--- config.mk ---
export PLATFORM = sky130hd
export DESIGN_NAME = seg_lcd_ctrl
export DESIGN_NICKNAME = d
export VERILOG_FILES = /design/src/hdl/seg_lcd_pkg.sv /design/src/hdl/seg_lcd_ctrl.sv /design/src/hdl/seg_lcd_sync.sv /design/src/hdl/seg_lcd_tick.sv
export SDC_FILE = /design/constraint.sdc
export NUM_CORES = 1
export LEC_CHECK = 0
export ABC_CLOCK_PERIOD_IN_PS = 10810
export BUFFER_PORTS_ARGS = -buffer_cell sky130_fd_sc_hd__buf_2
export CAP_MARGIN = 20
export CORE_MARGIN = 3
export CORE_UTILIZATION = 40
export DETAILED_ROUTE_END_ITERATION = 7
export HOLD_SLACK_MARGIN = 0.02
export PLACE_DENSITY_LB_ADDON = 0.15
export SLEW_MARGIN = 10
export SYNTH_ARGS = -nofsm -noshare
export SYNTH_HDL_FRONTEND = slang
export SYNTH_HIERARCHICAL = 1
export SYNTH_SLANG_ARGS = --single-unit
--- constraint.sdc ---
create_clock -name clk_i -period 10.81 [get_ports clk_i]
set_input_delay 1.6215 -clock clk_i [delete_from_list [all_inputs] [get_ports clk_i]]
set_output_delay 1.6215 -clock clk_i [all_outputs]
set_load 0.01 [all_outputs]
--- src/hdl/seg_lcd_pkg.sv ---
package seg_lcd_pkg;
    localparam int        NUM_COM       = 8;
    localparam int        NUM_SEG       = 32;
    localparam int        RAM_BYTES     = 32;
    localparam int        SEG_8COM      = 28;
    localparam int        SEG_4COM      = 32;
    localparam int        BYTES_4COM    = 16;
    localparam logic [2:0] MODE_OFF     = 3'h0;
    // Display mode codes: 1..3 four-common at 1/2,1/3,1/4 duty, else 1/8.
    localparam logic [2:0] MODE_4C_D2   = 3'h1;
    localparam logic [2:0] MODE_4C_D3   = 3'h2;
    localparam logic [2:0] MODE_4C_D4   = 3'h3;
    localparam logic [3:0] DUTY_2       = 4'h2;
    localparam logic [3:0] DUTY_3       = 4'h3;
    localparam logic [3:0] DUTY_4       = 4'h4;
    localparam logic [3:0] DUTY_8       = 4'h8;
    localparam int        FRAME_SEL_W   = 3;
    localparam int        PRESCALE_W    = 16;
    // Shift of the first frame rate tap; each selection doubles the period.
    localparam int        TAP_BASE      = 4;
    localparam int        BLINK_W       = 2;
    localparam int        BLINK_BASE    = 4;
    localparam logic [7:0] PIN_EN_RESET = 8'h3c;
    // Bit positions inside the pin enable one value.
    localparam int        PE_VE1        = 2;
    localparam int        PE_THIRD_DRV  = 4;
    localparam int        PE_VE4        = 5;
    localparam int        PE_BLSEL      = 6;
    localparam int        PE_PORT_IN    = 7;
    localparam logic      BIAS_8C_RESET = 1'b1;
    localparam logic      BLANK_RESET   = 1'b1;
endpackage : seg_lcd_pkg

--- src/hdl/seg_lcd_ctrl.sv ---
`timescale 1ns/1ps
module seg_lcd_ctrl (
    input  wire logic                          clk_i,
    input  wire logic                          rst_i,
    // Control one fields.
    input  wire logic                          frame_clock_source_select_i,
    input  wire logic                          standby_run_enable_i,
    input  wire logic                          drive_source_select_i,
    input  wire logic [2:0]                    display_mode_field_i,
    input  wire logic [2:0]                    frame_rate_select_i,
    // Control two fields.
    input  wire logic                          divider_value_select_i,
    input  wire logic                          eight_common_bias_select_i,
    input  wire logic                          invert_display_i,
    input  wire logic                          blank_display_i,
    input  wire logic                          frame_irq_enable_i,
    input  wire logic                          frame_irq_clear_i,
    // Pin enable and blink configuration.
    input  wire logic [7:0]                    lcd_pin_enable_one_i,
    input  wire logic [seg_lcd_pkg::NUM_COM-1:0] com_pin_enable_i,
    input  wire logic [seg_lcd_pkg::NUM_SEG-1:0] seg_pin_enable_i,
    input  wire logic [seg_lcd_pkg::NUM_SEG-1:0] blink_enable_i,
    // Clock sources and standby.
    input  wire logic                          timebase_tick_i,
    input  wire logic                          watch_tick_i,
    input  wire logic                          standby_req_i,
    input  wire logic                          standby_type_bit_i,
    // Display memory write port.
    input  wire logic                          ram_we_i,
    input  wire logic [4:0]                    ram_addr_i,
    input  wire logic [7:0]                    ram_wdata_i,
    // Panel drive.
    output logic [seg_lcd_pkg::NUM_COM-1:0]    com_level_o,
    output logic [seg_lcd_pkg::NUM_COM-1:0]    com_select_o,
    output logic [seg_lcd_pkg::NUM_SEG-1:0]    seg_level_o,
    output logic                               polarity_o,
    output logic [seg_lcd_pkg::NUM_COM-1:0]    com_lcd_func_o,
    output logic [seg_lcd_pkg::NUM_SEG-1:0]    seg_lcd_func_o,
    output logic [3:0]                         vpin_lcd_func_o,
    output logic                               port_input_enable_o,
    output logic                               res_chain_on_o,
    output logic                               res_high_value_o,
    output logic [1:0]                         bias_code_o,
    output logic [3:0]                         duty_o,
    output logic                               frame_irq_flag_o,
    output logic                               frame_irq_o,
    output logic                               running_o
);
    import seg_lcd_pkg::*;

    // ---------------------------------------------------------------
    // State.
    // ---------------------------------------------------------------
    typedef enum { ST_HALT, ST_SCAN } mode_e;

    typedef struct packed {
        mode_e                  st;
        logic [2:0]             com_idx;
        logic                   pol;
        logic [BLINK_W+2:0]     blink_cnt;
        logic                   blink_on;
        logic [NUM_COM-1:0]     com_level;
        logic [NUM_COM-1:0]     com_select;
        logic [NUM_SEG-1:0]     seg_level;
        logic                   polarity;
        logic [NUM_COM-1:0]     com_func;
        logic [NUM_SEG-1:0]     seg_func;
        logic [3:0]             vpin_func;
        logic                   port_in;
        logic                   res_on;
        logic                   res_hi;
        logic [1:0]             bias;
        logic [3:0]             duty;
        logic                   irq_flag;
        logic                   irq;
        logic                   running;
    } state_s;

    state_s cur, nxt;
    logic [7:0] ram [RAM_BYTES];
    logic       src_tb, src_wt, stby_req, stby_type;
    logic       src_sel, slot_tick, run_ok;
    logic       four_com, last_slot;
    logic [3:0] duty_now;
    logic [NUM_SEG-1:0] seg_pat;

    // ---------------------------------------------------------------
    // Input synchronisers and frame rate generator.
    // ---------------------------------------------------------------
    seg_lcd_sync u_sync_tb (.clk_i(clk_i), .rst_i(rst_i),
        .d_i(timebase_tick_i), .q_o(src_tb));
    seg_lcd_sync u_sync_wt (.clk_i(clk_i), .rst_i(rst_i),
        .d_i(watch_tick_i), .q_o(src_wt));
    seg_lcd_sync u_sync_sr (.clk_i(clk_i), .rst_i(rst_i),
        .d_i(standby_req_i), .q_o(stby_req));
    seg_lcd_sync u_sync_st (.clk_i(clk_i), .rst_i(rst_i),
        .d_i(standby_type_bit_i), .q_o(stby_type));

    assign src_sel = frame_clock_source_select_i ? src_wt : src_tb;

    // Halt in standby of stop/watch type unless standby run is enabled.
    assign run_ok = (display_mode_field_i != MODE_OFF)
        && !(stby_req && stby_type && !standby_run_enable_i);

    seg_lcd_tick #(.W(PRESCALE_W), .BASE(TAP_BASE)) u_tick (
        .clk_i  (clk_i),
        .rst_i  (rst_i),
        .src_i  (src_sel),
        .run_i  (run_ok),
        .sel_i  (frame_rate_select_i),
        .tick_o (slot_tick)
    );

    // ---------------------------------------------------------------
    // Display memory: bytes 0..27 in eight-common mode, nibble pairs
    // 0..15 in four-common mode.
    // ---------------------------------------------------------------
    always_ff @(posedge clk_i) begin
        if (ram_we_i && (int'(ram_addr_i) < RAM_BYTES)) begin
            ram[ram_addr_i] <= ram_wdata_i;
        end
    end

    // ---------------------------------------------------------------
    // Mode decode and segment pattern fetch.
    // ---------------------------------------------------------------
    always_comb begin
        four_com = (display_mode_field_i == MODE_4C_D2)
            || (display_mode_field_i == MODE_4C_D3)
            || (display_mode_field_i == MODE_4C_D4);
        case (display_mode_field_i)
            MODE_4C_D2: duty_now = DUTY_2;
            MODE_4C_D3: duty_now = DUTY_3;
            MODE_4C_D4: duty_now = DUTY_4;
            default:    duty_now = DUTY_8;
        endcase
        // A shorter duty chosen mid-frame wraps at once instead of
        // walking the index through commons that the mode does not use.
        last_slot = ({1'b0, cur.com_idx} >= duty_now - 4'h1);
    end

    // Fetch is read straight from memory each slot, so writes appear at
    // the next fetch without a shadow copy.
    always_comb begin
        seg_pat = '0;
        for (int s = 0; s < NUM_SEG; s++) begin
            if (four_com) begin
                seg_pat[s] = ram[s/2][(s%2)*4 + int'(cur.com_idx[1:0])];
            end else if (s < SEG_8COM) begin
                seg_pat[s] = ram[s][cur.com_idx];
            end
        end
    end

    // ---------------------------------------------------------------
    // Scan sequencer.
    // ---------------------------------------------------------------
    always_comb begin
        nxt = cur;
        nxt.res_on = drive_source_select_i;
        nxt.res_hi = divider_value_select_i;
        nxt.duty = duty_now;
        nxt.port_in = lcd_pin_enable_one_i[PE_PORT_IN];
        if (four_com) begin
            nxt.bias = (duty_now == DUTY_2) ? 2'h2 : 2'h3;
        end else begin
            nxt.bias = eight_common_bias_select_i ? 2'h0 : 2'h3;
        end
        for (int c = 0; c < NUM_COM; c++) begin
            nxt.com_func[c] = com_pin_enable_i[c]
                && !(four_com && c >= 4);
        end
        for (int s = 0; s < NUM_SEG; s++) begin
            nxt.seg_func[s] = seg_pin_enable_i[s]
                && (four_com || s < SEG_8COM);
        end
        nxt.vpin_func = lcd_pin_enable_one_i[PE_VE4:PE_VE1];
        if (drive_source_select_i) begin
            nxt.vpin_func[3] = 1'b1;
        end
        if (frame_irq_clear_i) begin
            nxt.irq_flag = 1'b0;
        end
        case (cur.st)
            ST_HALT: begin
                nxt.com_idx = '0;
                nxt.running = 1'b0;
                nxt.com_select = '0;
                nxt.seg_level = '0;
                nxt.com_level = '0;
                if (run_ok) begin
                    nxt.st = ST_SCAN;
                    nxt.running = 1'b1;
                end
            end
            ST_SCAN: begin
                if (!run_ok) begin
                    nxt.st = ST_HALT;
                end else if (slot_tick) begin
                    nxt.com_select = '0;
                    nxt.com_select[cur.com_idx] = 1'b1;
                    // The selected common sits opposite a lit segment.
                    nxt.com_level = nxt.com_select ^ {NUM_COM{~cur.pol}};
                    if (blank_display_i) begin
                        nxt.seg_level = '0;
                    end else begin
                        nxt.seg_level = invert_display_i ? ~seg_pat
                            : seg_pat;
                        if (!cur.blink_on) begin
                            nxt.seg_level = nxt.seg_level & ~blink_enable_i;
                        end
                    end
                    nxt.seg_level = nxt.seg_level ^ {NUM_SEG{cur.pol}};
                    nxt.polarity = cur.pol;
                    if (last_slot) begin
                        nxt.com_idx = '0;
                        nxt.pol = ~cur.pol;
                        nxt.blink_cnt = cur.blink_cnt + 1'b1;
                        if (cur.blink_cnt[BLINK_W+1:0] == '1
                            && (lcd_pin_enable_one_i[PE_BLSEL]
                                || cur.blink_cnt[BLINK_W+2])) begin
                            nxt.blink_on = ~cur.blink_on;
                        end
                        if (frame_irq_enable_i) begin
                            nxt.irq_flag = 1'b1;
                        end
                    end else begin
                        nxt.com_idx = cur.com_idx + 3'h1;
                    end
                end
            end
            default: nxt.st = ST_HALT;
        endcase
        nxt.irq = nxt.irq_flag && frame_irq_enable_i;
    end

    always_ff @(posedge clk_i or posedge rst_i) begin
        if (rst_i) begin
            cur <= '0;
            cur.st <= ST_HALT;
            cur.blink_on <= 1'b1;
            cur.vpin_func <= PIN_EN_RESET[PE_VE4:PE_VE1];
            cur.bias <= 2'h3;
            cur.duty <= DUTY_8;
        end else begin
            cur <= nxt;
        end
    end

    // ---------------------------------------------------------------
    // Outputs.
    // ---------------------------------------------------------------
    assign com_level_o = cur.com_level;
    assign com_select_o = cur.com_select;
    assign seg_level_o = cur.seg_level;
    assign polarity_o = cur.polarity;
    assign com_lcd_func_o = cur.com_func;
    assign seg_lcd_func_o = cur.seg_func;
    assign vpin_lcd_func_o = cur.vpin_func;
    assign port_input_enable_o = cur.port_in;
    assign res_chain_on_o = cur.res_on;
    assign res_high_value_o = cur.res_hi;
    assign bias_code_o = cur.bias;
    assign duty_o = cur.duty;
    assign frame_irq_flag_o = cur.irq_flag;
    assign frame_irq_o = cur.irq;
    assign running_o = cur.running;
endmodule : seg_lcd_ctrl

--- src/hdl/seg_lcd_sync.sv ---
`timescale 1ns/1ps
// Two-stage synchroniser for a level from outside the clock domain.
module seg_lcd_sync (
    input  wire logic clk_i,
    input  wire logic rst_i,
    input  wire logic d_i,
    output logic      q_o
);
    typedef struct packed {
        logic s1;
        logic s2;
    } state_s;
    state_s cur, nxt;
    always_comb begin
        nxt.s1 = d_i;
        nxt.s2 = cur.s1;
    end
    always_ff @(posedge clk_i or posedge rst_i) begin
        if (rst_i) begin
            cur <= '0;
        end else begin
            cur <= nxt;
        end
    end
    assign q_o = cur.s2;
endmodule : seg_lcd_sync

--- src/hdl/seg_lcd_tick.sv ---
`timescale 1ns/1ps
// Source-tick prescaler, held at zero while run is low, that emits one pulse per selected period.
module seg_lcd_tick #(
    parameter int W = 16,
    parameter int BASE = 4
) (
    input  wire logic         clk_i,
    input  wire logic         rst_i,
    input  wire logic         src_i,
    input  wire logic         run_i,
    input  wire logic [2:0]   sel_i,
    output logic              tick_o
);
    typedef struct packed {
        logic [W-1:0] cnt;
        logic         tick;
    } state_s;
    state_s cur, nxt;
    logic [W-1:0] mask;
    always_comb begin
        nxt = cur;
        mask = (W'(1) << (BASE + int'(sel_i))) - W'(1);
        nxt.tick = 1'b0;
        if (!run_i) begin
            nxt.cnt = '0;
        end else if (src_i) begin
            nxt.cnt = cur.cnt + W'(1);
            nxt.tick = ((cur.cnt & mask) == mask);
        end
    end
    always_ff @(posedge clk_i or posedge rst_i) begin
        if (rst_i) begin
            cur <= '0;
        end else begin
            cur <= nxt;
        end
    end
    assign tick_o = cur.tick;
endmodule : seg_lcd_tick

==> results of run 1 <==
==> Yosys cell counts, types with 16 or more instances <==
cell type,number,area [um2]
edfxtp_1,224,6730
dfrtp_1,128,3200
buf_4,100,751
nand2_1,94,353
nor2_1,77,289
o21ai_0,47,235
mux4_2,42,946
mux2i_1,40,400
xnor2_1,38,333
clkbuf_1,37,139
a21oi_1,35,175
nand3_1,25,125
nor2b_1,25,156
nor3_1,21,105
nor4_1,21,131
and3_1,19,119
inv_1,18,67.6
buf_2,16,80.1
==> kinds of logic after synthesis <==
family,after synthesis,synth area share (%)
buf+inv,185,6.87
flops,360,62.5
mux,94,9.23
fa+ha+maj,9,0.694
xor+xnor,46,2.48
compound gates,168,6.91
simple gates,360,11.3
==> flip-flops by register name, indices dropped and copies added (netlist names), 2 cells and up <==
signal / cells
ram: 224
seg_lcd_func_o: 32
seg_level_o: 32
cur: 11
u_tick/cur: 11
com_lcd_func_o: 8
com_level_o: 8
com_select_o: 8
duty_o: 4
vpin_lcd_func_o: 4
bias_code_o: 2
==> power breakdown <==
part           leakage [uW]  internal [uW]  switching [uW]  total, uW
sequential          0.00376           1500            14.2       1510
combinational       0.00264           60.3             141        202
clock              0.000655            806             555       1360
total               0.00705           2360             710       3070
==> metrics by stage <==
stage,hold WS [ps],std cells,instance area (um2),utilization (%),setup slack [ps]
6_report,353,1883,18300,45.9,7010
5_1_grt,360,1882,18300,45.9,6770
4_1_cts,352,1882,18300,45.9,7070
3_5_place_dp,335,1808,17000,42.6,6510
3_3_place_gp,334,1808,17000,42.6,6540
2_1_floorplan,331,1222,16200,-,6130
==> layer usage <==
| metal | up-vias | wire length (um) | track usage, % |
|---|---|---|---|
| li1 | 4620 | - | - |
| met1 | 4994 | 19200 | 27.0 |
| met2 | 253 | 18900 | 29.5 |
| met3 | 55 | 1990 | 3.31 |
| met4 | 0 | 822 | 5.22 |
| met5 | - | 0 | 0 |
==> worst max-delay path, cell delays in order <==
cell and delay, ps:
buf_2 120, o21ba_1 210, buf_4 440, inv_1 300, buf_4 340, nor3_1 400
nand2_1 100, o2111ai_1 220, o2111ai_1 200, a22o_1 210
==> cell type report <==
class                      count  share of cell area (%)
timing repair buffer         226                    6.29
clock inverter                25                    1.22
tap                          525                    3.58
multi-input combinational    677                    27.1
clock buffer                  49                    6.04
antenna                        1                  0.0137
sequential                   360                    55.3
inverter                      20                   0.423
==> how the worst max path moves through the flow <==
stage / from / end / depth (start not counted)
6_report: display_mode_field_i[2] / seg_level_o[9]$_DFFE_PP0P_ / 10
5_1_grt: display_mode_field_i[2] / seg_level_o[10]$_DFFE_PP0P_ / 10
4_1_cts: display_mode_field_i[2] / seg_level_o[9]$_DFFE_PP0P_ / 10
3_5_place_dp: display_mode_field_i[2] / seg_level_o[9]$_DFFE_PP0P_ / 10
3_3_place_gp: display_mode_field_i[2] / seg_level_o[9]$_DFFE_PP0P_ / 10
2_1_floorplan: rst_i / com_lcd_func_o[0]$_DFF_PP0_ / 1
==> results.toml, run 1 <==
[timing]
max_slew_margin_pct = 28.6
hold_violations = 0
setup_violations = 0
grt_setup_unrepaired = "no"
fin_crit_sh_pct = 35.1
fmax_mhz = 263
final_max_slew_viol_count = 0
skew_ps = 22.4
fin_tns_setup_ps = 0
tightest_slew_ps = 1070
min_period_ps = 3800

[job]
cap_violations = 0

[logic_synthesis]
syn_area_um2 = 16200
synthDistinctLibCells = 66
synth_top_flop_cell = "edfxtp_1"
async_flop_share_pct = 37.8
synth_edf_count = 224
synth_cells = 1222
syn_nets = 1346
ys_warn_count = 6
ys_seq_area_share_pct = 62.5
synthesis.area_per_instance_um2 = 13.3
synth_seq_cells = 360

[clock_tree]
postCtsHoldBufs = 0
cts_buffers = 41
tritoncts = "yes"
cts.reportedPaths.clkPinSlew_ps = 60
cts_max_level = 2
post_cts_resized = 0
clk_path_buf_depth = 3
root_buffer = "clkbuf_16"
clock-sinks = 360
worstSkewPairLatency_ps = 540
post_cts_buffers = 0

[cells_and_area]
synthToLayoutAreaGrowth_pct = 13.0
fillers = 3611
mostFrequentLayoutCells = "224 x edfxtp_1, 217 x buf_2, 126 x dfrtp_1"
layout_commonest_cell = "edfxtp_1"
drive_above_1_share_pct = 27.2
multi_input_area_um2 = 4960
final_nets = 1450
seqCellArea_um2 = 10100

[setup_path]
worstRegToRegCells = 7
cp.arrival_ps = 4220
r2r-end = "seg_level_o[11]$_DFFE_PP0P_"
worstPathMaxFanout = 44
crit-reg2reg-launch = "cur[112]$_DFFE_PP0P_"
critical_path_class = "primary input to register"
crit_path_end_kind = "register"
r2r_slack_ps = 7180
required_ps = 11230
cp-start-kind = "primary input"

[power_and_ir_drop]
p_per_area_nw_per_um2 = 168
power_leakage_uw = 0.00705
peakVddDrop_mv = 0.0994
fin_total_pwr_uw = 3070

[routing]
first_iter_violations = 786
vias_per_cell = 5.27
antenna_left = 0
drcViolationCount = 0
drt-total-wl_mm = 40.9
firstDrtPassIters = 5
wl_per_cell_um = 21.7
num_vias = 9922

[floorplanning]
start_util_pct = 40.6
core_area_um2 = 39900
rows = 73
dieWidth_um = 207
io_pins = 220
die_h_um = 207
dieArea_um2 = 43000

[run_status]
status = "completed"

[place]
numPortBuffers = 217
gp_congestion = 0.783
dpl.hpwl_mm = 26.1

[min_path]
worstHoldPathType = "register to register"
hold_path_depth = 0
hold_end = "u_sync_tb/q_o$_DFF_PP0_"
hp-start = "u_sync_tb/cur[1]$_DFF_PP0_"

[grt]
track_usage_pct = 18.8
grt_pass1_vias = 10000
antenna_found_initial = 0
grt_max_degree = 78
grt_first_pass_wirelength_mm = 62.4
overflow = 0
Note: power is estimated with default switching activity, not from simulation.
==> run 2: changes to the inputs <==
Settings changed: ABC_CLOCK_PERIOD_IN_PS 10810 to 3700.
Clock period 10.81 ns to 3.7 ns, I/O delays scaled along.
==> run 2 against run 1 <==
Against the previous run:
- clock skew decreased by 8.6 ps
- critical path type is now register to register
- register-to-register slack lost 6400 ps
- setup slack got worse by 6200 ps
- first-iteration DRC count is 8.4% lower
==> results.toml, run 2 (synthesized netlist as in run 1, its figures left out) <==
[routing]
vias_per_cell = 5.31
drcViolationCount = 0
first_iter_violations = 720
antenna_left = 0
wl_per_cell_um = 21.7
num_vias = 10100
firstDrtPassIters = 4
drt-total-wl_mm = 41.1

[setup_path]
startpoint = "cur[112]$_DFFE_PP0P_"
worstRegToRegCells = 7
r2r_slack_ps = 770
critical_path_class = "register to register"
worstPathMaxFanout = 39
cp-start-kind = "register"
cp.arrival_ps = 3340
required_ps = 4110
crit_path_end_kind = "register"
r2r-end = "seg_level_o[0]$_DFFE_PP0P_"
endpoint = "seg_level_o[0]$_DFFE_PP0P_"
crit-reg2reg-launch = "cur[112]$_DFFE_PP0P_"

[power_and_ir_drop]
netSwitchingPower_uw = 2010
switching_share_pct = 22.9
combPwrFrac_pct = 6.9
clockPowerShare_pct = 42.9
p_int_uw = 6790
p_per_area_nw_per_um2 = 478
fin_total_pwr_uw = 8800
p_seq_share_pct = 50.2
power_leakage_uw = 0.00712
peakVddDrop_mv = 0.269

[cells_and_area]
drive_above_1_share_pct = 28.0
multi_input_area_um2 = 4960
largest_register_ffs = 224
fillers = 3621
largest_register = "ram"
seqCellArea_um2 = 10100
mostFrequentLayoutCells = "224 x edfxtp_1, 217 x buf_2, 126 x dfrtp_1"
synthToLayoutAreaGrowth_pct = 13.6
final_nets = 1468
layout_commonest_cell = "edfxtp_1"

[timing]
grt_setup_unrepaired = "no"
min_period_ps = 2930
max_slew_margin_pct = 26.4
tightest_slew_ps = 1100
final_max_slew_viol_count = 0
fin_crit_sh_pct = 79.2
skew_ps = 13.8
setup_violations = 0
whs_ps = 117
fmax_mhz = 341
hold_violations = 0
fin_tns_setup_ps = 0

[floorplanning]
dieArea_um2 = 43000
core_area_um2 = 39900
die_h_um = 207
io_pins = 220
rows = 73
start_util_pct = 40.6
dieWidth_um = 207

[clock_tree]
tritoncts = "yes"
worstSkewPairLatency_ps = 540
cts_max_level = 2
clock-sinks = 360
cts.reportedPaths.clkPinSlew_ps = 60
root_buffer = "clkbuf_16"
post_cts_resized = 0
clk_path_buf_depth = 3
cts_buffers = 40

[grt]
grt_pass1_vias = 10300
overflow = 0
antenna_found_initial = 1
grt_first_pass_wirelength_mm = 63.6
grt_max_degree = 84
track_usage_pct = 19.0

[min_path]
hold_path_depth = 1
worstHoldPathType = "primary input to register"

[place]
gp_congestion = 0.769
numPortBuffers = 217
dpl.hpwl_mm = 27.3

[job]
cap_violations = 0

[run_status]
status = "completed"
## run 2: changes by cell type in the layout (fill, tap and decap cells not counted), moves of 2 or more
cell / change
buf_12: +2
clkinv_1: -5
clkbuf_1: +3
buf_4: +16
bufinv_16: -3
clkbuf_8: +2
clkinvlp_4: -2
## run 2: worst max-delay path, cell delays in order (launching register included)
cell and delay, ps:
dfrtp_4 840, buf_12 350, mux4_2 560, and3_1 210, or3_1 340, nand3_1 110
mux2i_1 270, nand2_1 70
## run 2: routing by layer
metal  track usage, %  routed length, um  vias to the layer above  part of all wire (%)
met5                0                 13                        -                 0.032
met4             4.38                679                        2                   1.7
met3             3.72               2110                       51                   5.1
met2             30.3              19300                      277                    47
met1             27.0              19000                     5102                    46
li1                 -                  -                     4642                     -
## run 2: worst min path at each step
stage                               start                      endpoint
4_1_cts           lcd_pin_enable_one_i[3]  vpin_lcd_func_o[1]$_DFF_PP1_
3_3_place_gp   u_sync_tb/cur[1]$_DFF_PP0_       u_sync_tb/q_o$_DFF_PP0_
6_report          lcd_pin_enable_one_i[3]  vpin_lcd_func_o[1]$_DFF_PP1_
3_5_place_dp   u_sync_tb/cur[1]$_DFF_PP0_       u_sync_tb/q_o$_DFF_PP0_
5_1_grt           lcd_pin_enable_one_i[3]  vpin_lcd_func_o[1]$_DFF_PP1_
2_1_floorplan                       rst_i    u_sync_sr/cur[1]$_DFF_PP0_
## run 2: power by group through the flow
stage	logic, uW	registers [uW]	clock network (uW)
5_1_grt	678	4430	4040
3_5_place_dp	622	4500	0
2_1_floorplan	372	4490	0
4_1_cts	625	4420	3870
3_3_place_gp	613	4490	0
6_report	609	4420	3770
## run 2: through the flow
stage,worst slack [ps],utilization (%),instances,instance area (um2)
6_report,770,46.1,1896,18400
5_1_grt,607,46.1,1895,18400
4_1_cts,765,46.1,1895,18400
3_5_place_dp,799,43.0,1826,17200
3_3_place_gp,782,43.0,1826,17200
2_1_floorplan,85.8,-,1222,16200
## run 2: layout make-up
type                    count  share of cell area, %
diodes                      1                 0.0136
clock buffers              56                   6.40
clock inverters            12                  0.380
inverters                  20                  0.421
multi-input cells         677                   26.9
flip-flops and latches    360                   55.1
well taps                 525                   3.57
repair buffers            245                   7.19
## run 2: repair_timing
action / in CTS / in global routing
hold buffers: 1 / 0
setup buffers: 0 / 0
endpoints found under the hold margin: 8 / 0
==> run 3: changes to the inputs <==
Settings changed: ABC_CLOCK_PERIOD_IN_PS 3700 to 2740.
Clock period 3.7 ns to 2.74 ns, I/O delays scaled along.
==> run 3 against run 2 <==
Against the previous run:
- sequential power rose by 35%
- sequential share of layout area decreased by 2.3 points
- clock power rose by 27%
- critical path type unchanged
- largest power group unchanged
- highest routed layer is now met4
==> results.toml, run 3 (synthesized netlist as in run 1, its figures left out) <==
[cells_and_area]
largest_register = "ram"
final_nets = 1553
drive_above_1_share_pct = 28.5
layout_commonest_cell = "edfxtp_1"
diodes = 0
layout.cells.non_filler = 1980
mostFrequentLayoutCells = "224 x edfxtp_1, 217 x buf_2, 126 x dfrtp_1"
largest_register_ffs = 224
fillers = 3509
synthToLayoutAreaGrowth_pct = 18.5

[floorplanning]
dieArea_um2 = 43000
io_pins = 220
start_util_pct = 40.6
die_h_um = 207
dieWidth_um = 207
core_area_um2 = 39900
rows = 73

[clock_tree]
tritoncts = "yes"
cts.reportedPaths.clkPinSlew_ps = 60
root_buffer = "clkbuf_16"
post_cts_resized = 0
clk_path_buf_depth = 3
worstSkewPairLatency_ps = 540
clock-sinks = 360
cts_max_level = 2
cts_buffers = 38

[power_and_ir_drop]
peakVddDrop_mv = 0.356
power_leakage_uw = 0.00749
p_per_area_nw_per_um2 = 608

[timing]
max_slew_margin_pct = 33.6
min_period_ps = 2580
grt_setup_unrepaired = "no"
setup_violations = 0
final_max_slew_viol_count = 0
fin_tns_setup_ps = 0
fin_crit_sh_pct = 94.3
skew_ps = 20.1
tightest_slew_ps = 993
hold_violations = 0
fmax_mhz = 387

[grt]
antenna_found_initial = 1
grt_max_degree = 51
grt_pass1_vias = 10600
grt_first_pass_wirelength_mm = 64.3
track_usage_pct = 19.2
overflow = 0

[routing]
met2_wirelength_mm = 19.2
wl_per_cell_um = 20.9
m1WireLength_mm = 19.3
firstDrtPassIters = 4
drcViolationCount = 0
antenna_left = 0
num_vias = 10400
met3_length_mm = 1.80
vias_per_cell = 5.25
routed.top_layer = "met4"
first_iter_violations = 664
drt-total-wl_mm = 41.4

[setup_path]
cp_top_family = "compound AO/OA/AOI/OAI gates"
worstRegToRegCells = 7
cp.arrival_ps = 3010
crit_chain = "buf_6, nor2b_1, mux4_2, o41ai_2, xnor2_1, and3_1, a221o_1"
slowest_stage = "dfrtp_4"
cp.depth = 7
slowest_delay_ps = 590
cp-start-kind = "register"
crit_path_end_kind = "register"
worstPathMaxFanout = 11
required_ps = 3170
critical_path_class = "register to register"
cp_num_buf_inv = 1

[job]
cap_violations = 0

[place]
numPortBuffers = 217
gp_congestion = 0.807
dp.cells = 1869
dpl.hpwl_mm = 28.0

[min_path]
hold_path_depth = 2
worstHoldPathType = "primary input to register"

[run_status]
status = "completed"
==> run 3: stage by stage <==
step | total power, uW | hold WS, ps | instance area [um2] | util [%] | worst slack (ps)
2_1_floorplan | 6570 | 152 | 16200 | - | 383
3_3_place_gp | 6960 | 335 | 17600 | 44.1 | 189
3_5_place_dp | 6970 | 336 | 17600 | 44.1 | 187
4_1_cts | 11800 | 29.2 | 19200 | 48.1 | 184
5_1_grt | 12100 | 53.1 | 19200 | 48.1 | 68.5
6_report | 11700 | 65.3 | 19200 | 48.1 | 157
==> run 3: final cells by class <==
cell class,instances,area (um2),area share [%]
clock inverter,7,61.3,0.319
tap,525,657,3.42
inverter,20,78.8,0.410
timing repair buffer,332,2230,11.6
sequential,360,10100,52.8
multi-input combinational,677,4960,25.8
clock buffer,59,1080,5.63
==> run 3: timing repair <==
action	4_1_cts	5_1_grt
setup endpoints to repair	0	1
setup buffers	0	1
hold buffers	44	0
hold endpoints to repair	67	0
==> run 3: final timing paths <==
path                                                  from                           end  slack (ps)
worst max-delay path                  cur[112]$_DFFE_PP0P_   seg_level_o[16]$_DFFE_PP0P_         160
worst min-delay path               lcd_pin_enable_one_i[5]  vpin_lcd_func_o[3]$_DFF_PP1_          70
worst max register to register        cur[112]$_DFFE_PP0P_   seg_level_o[16]$_DFFE_PP0P_         160
worst min register to register  u_sync_sr/cur[1]$_DFF_PP0_       u_sync_sr/q_o$_DFF_PP0_         350
max in group asynchronous                            rst_i  vpin_lcd_func_o[1]$_DFF_PP1_        1740
min in group asynchronous                            rst_i    u_sync_tb/cur[1]$_DFF_PP0_         360
==> run 3: report_power, final <==
group / internal [uW] / leakage [uW] / switching [uW] / total (uW)
registers: 5910 / 0.00376 / 54.1 / 5960
clock network: 2800 / 0.000556 / 1980 / 4780
logic: 359 / 0.00318 / 581 / 940
total: 9070 / 0.00749 / 2620 / 11700
==> run 3: per-layer routing <==
metal / track usage (%) / vias up
li1: - / 4811
met5: 0 / -
met2: 30.7 / 276
met1: 27.1 / 5247
met4: 6.06 / 0
met3: 3.08 / 64
==> run 3: worst reg2reg max path, delay by kind of cell (launching register included) <==
kind,cells,cell delay [ps]
AO/OA/AOI/OAI,2,750
XOR/XNOR,1,150
buffers and inverters,1,210
flip-flops,1,590
multiplexers,1,460
AND/OR/NAND/NOR,2,340
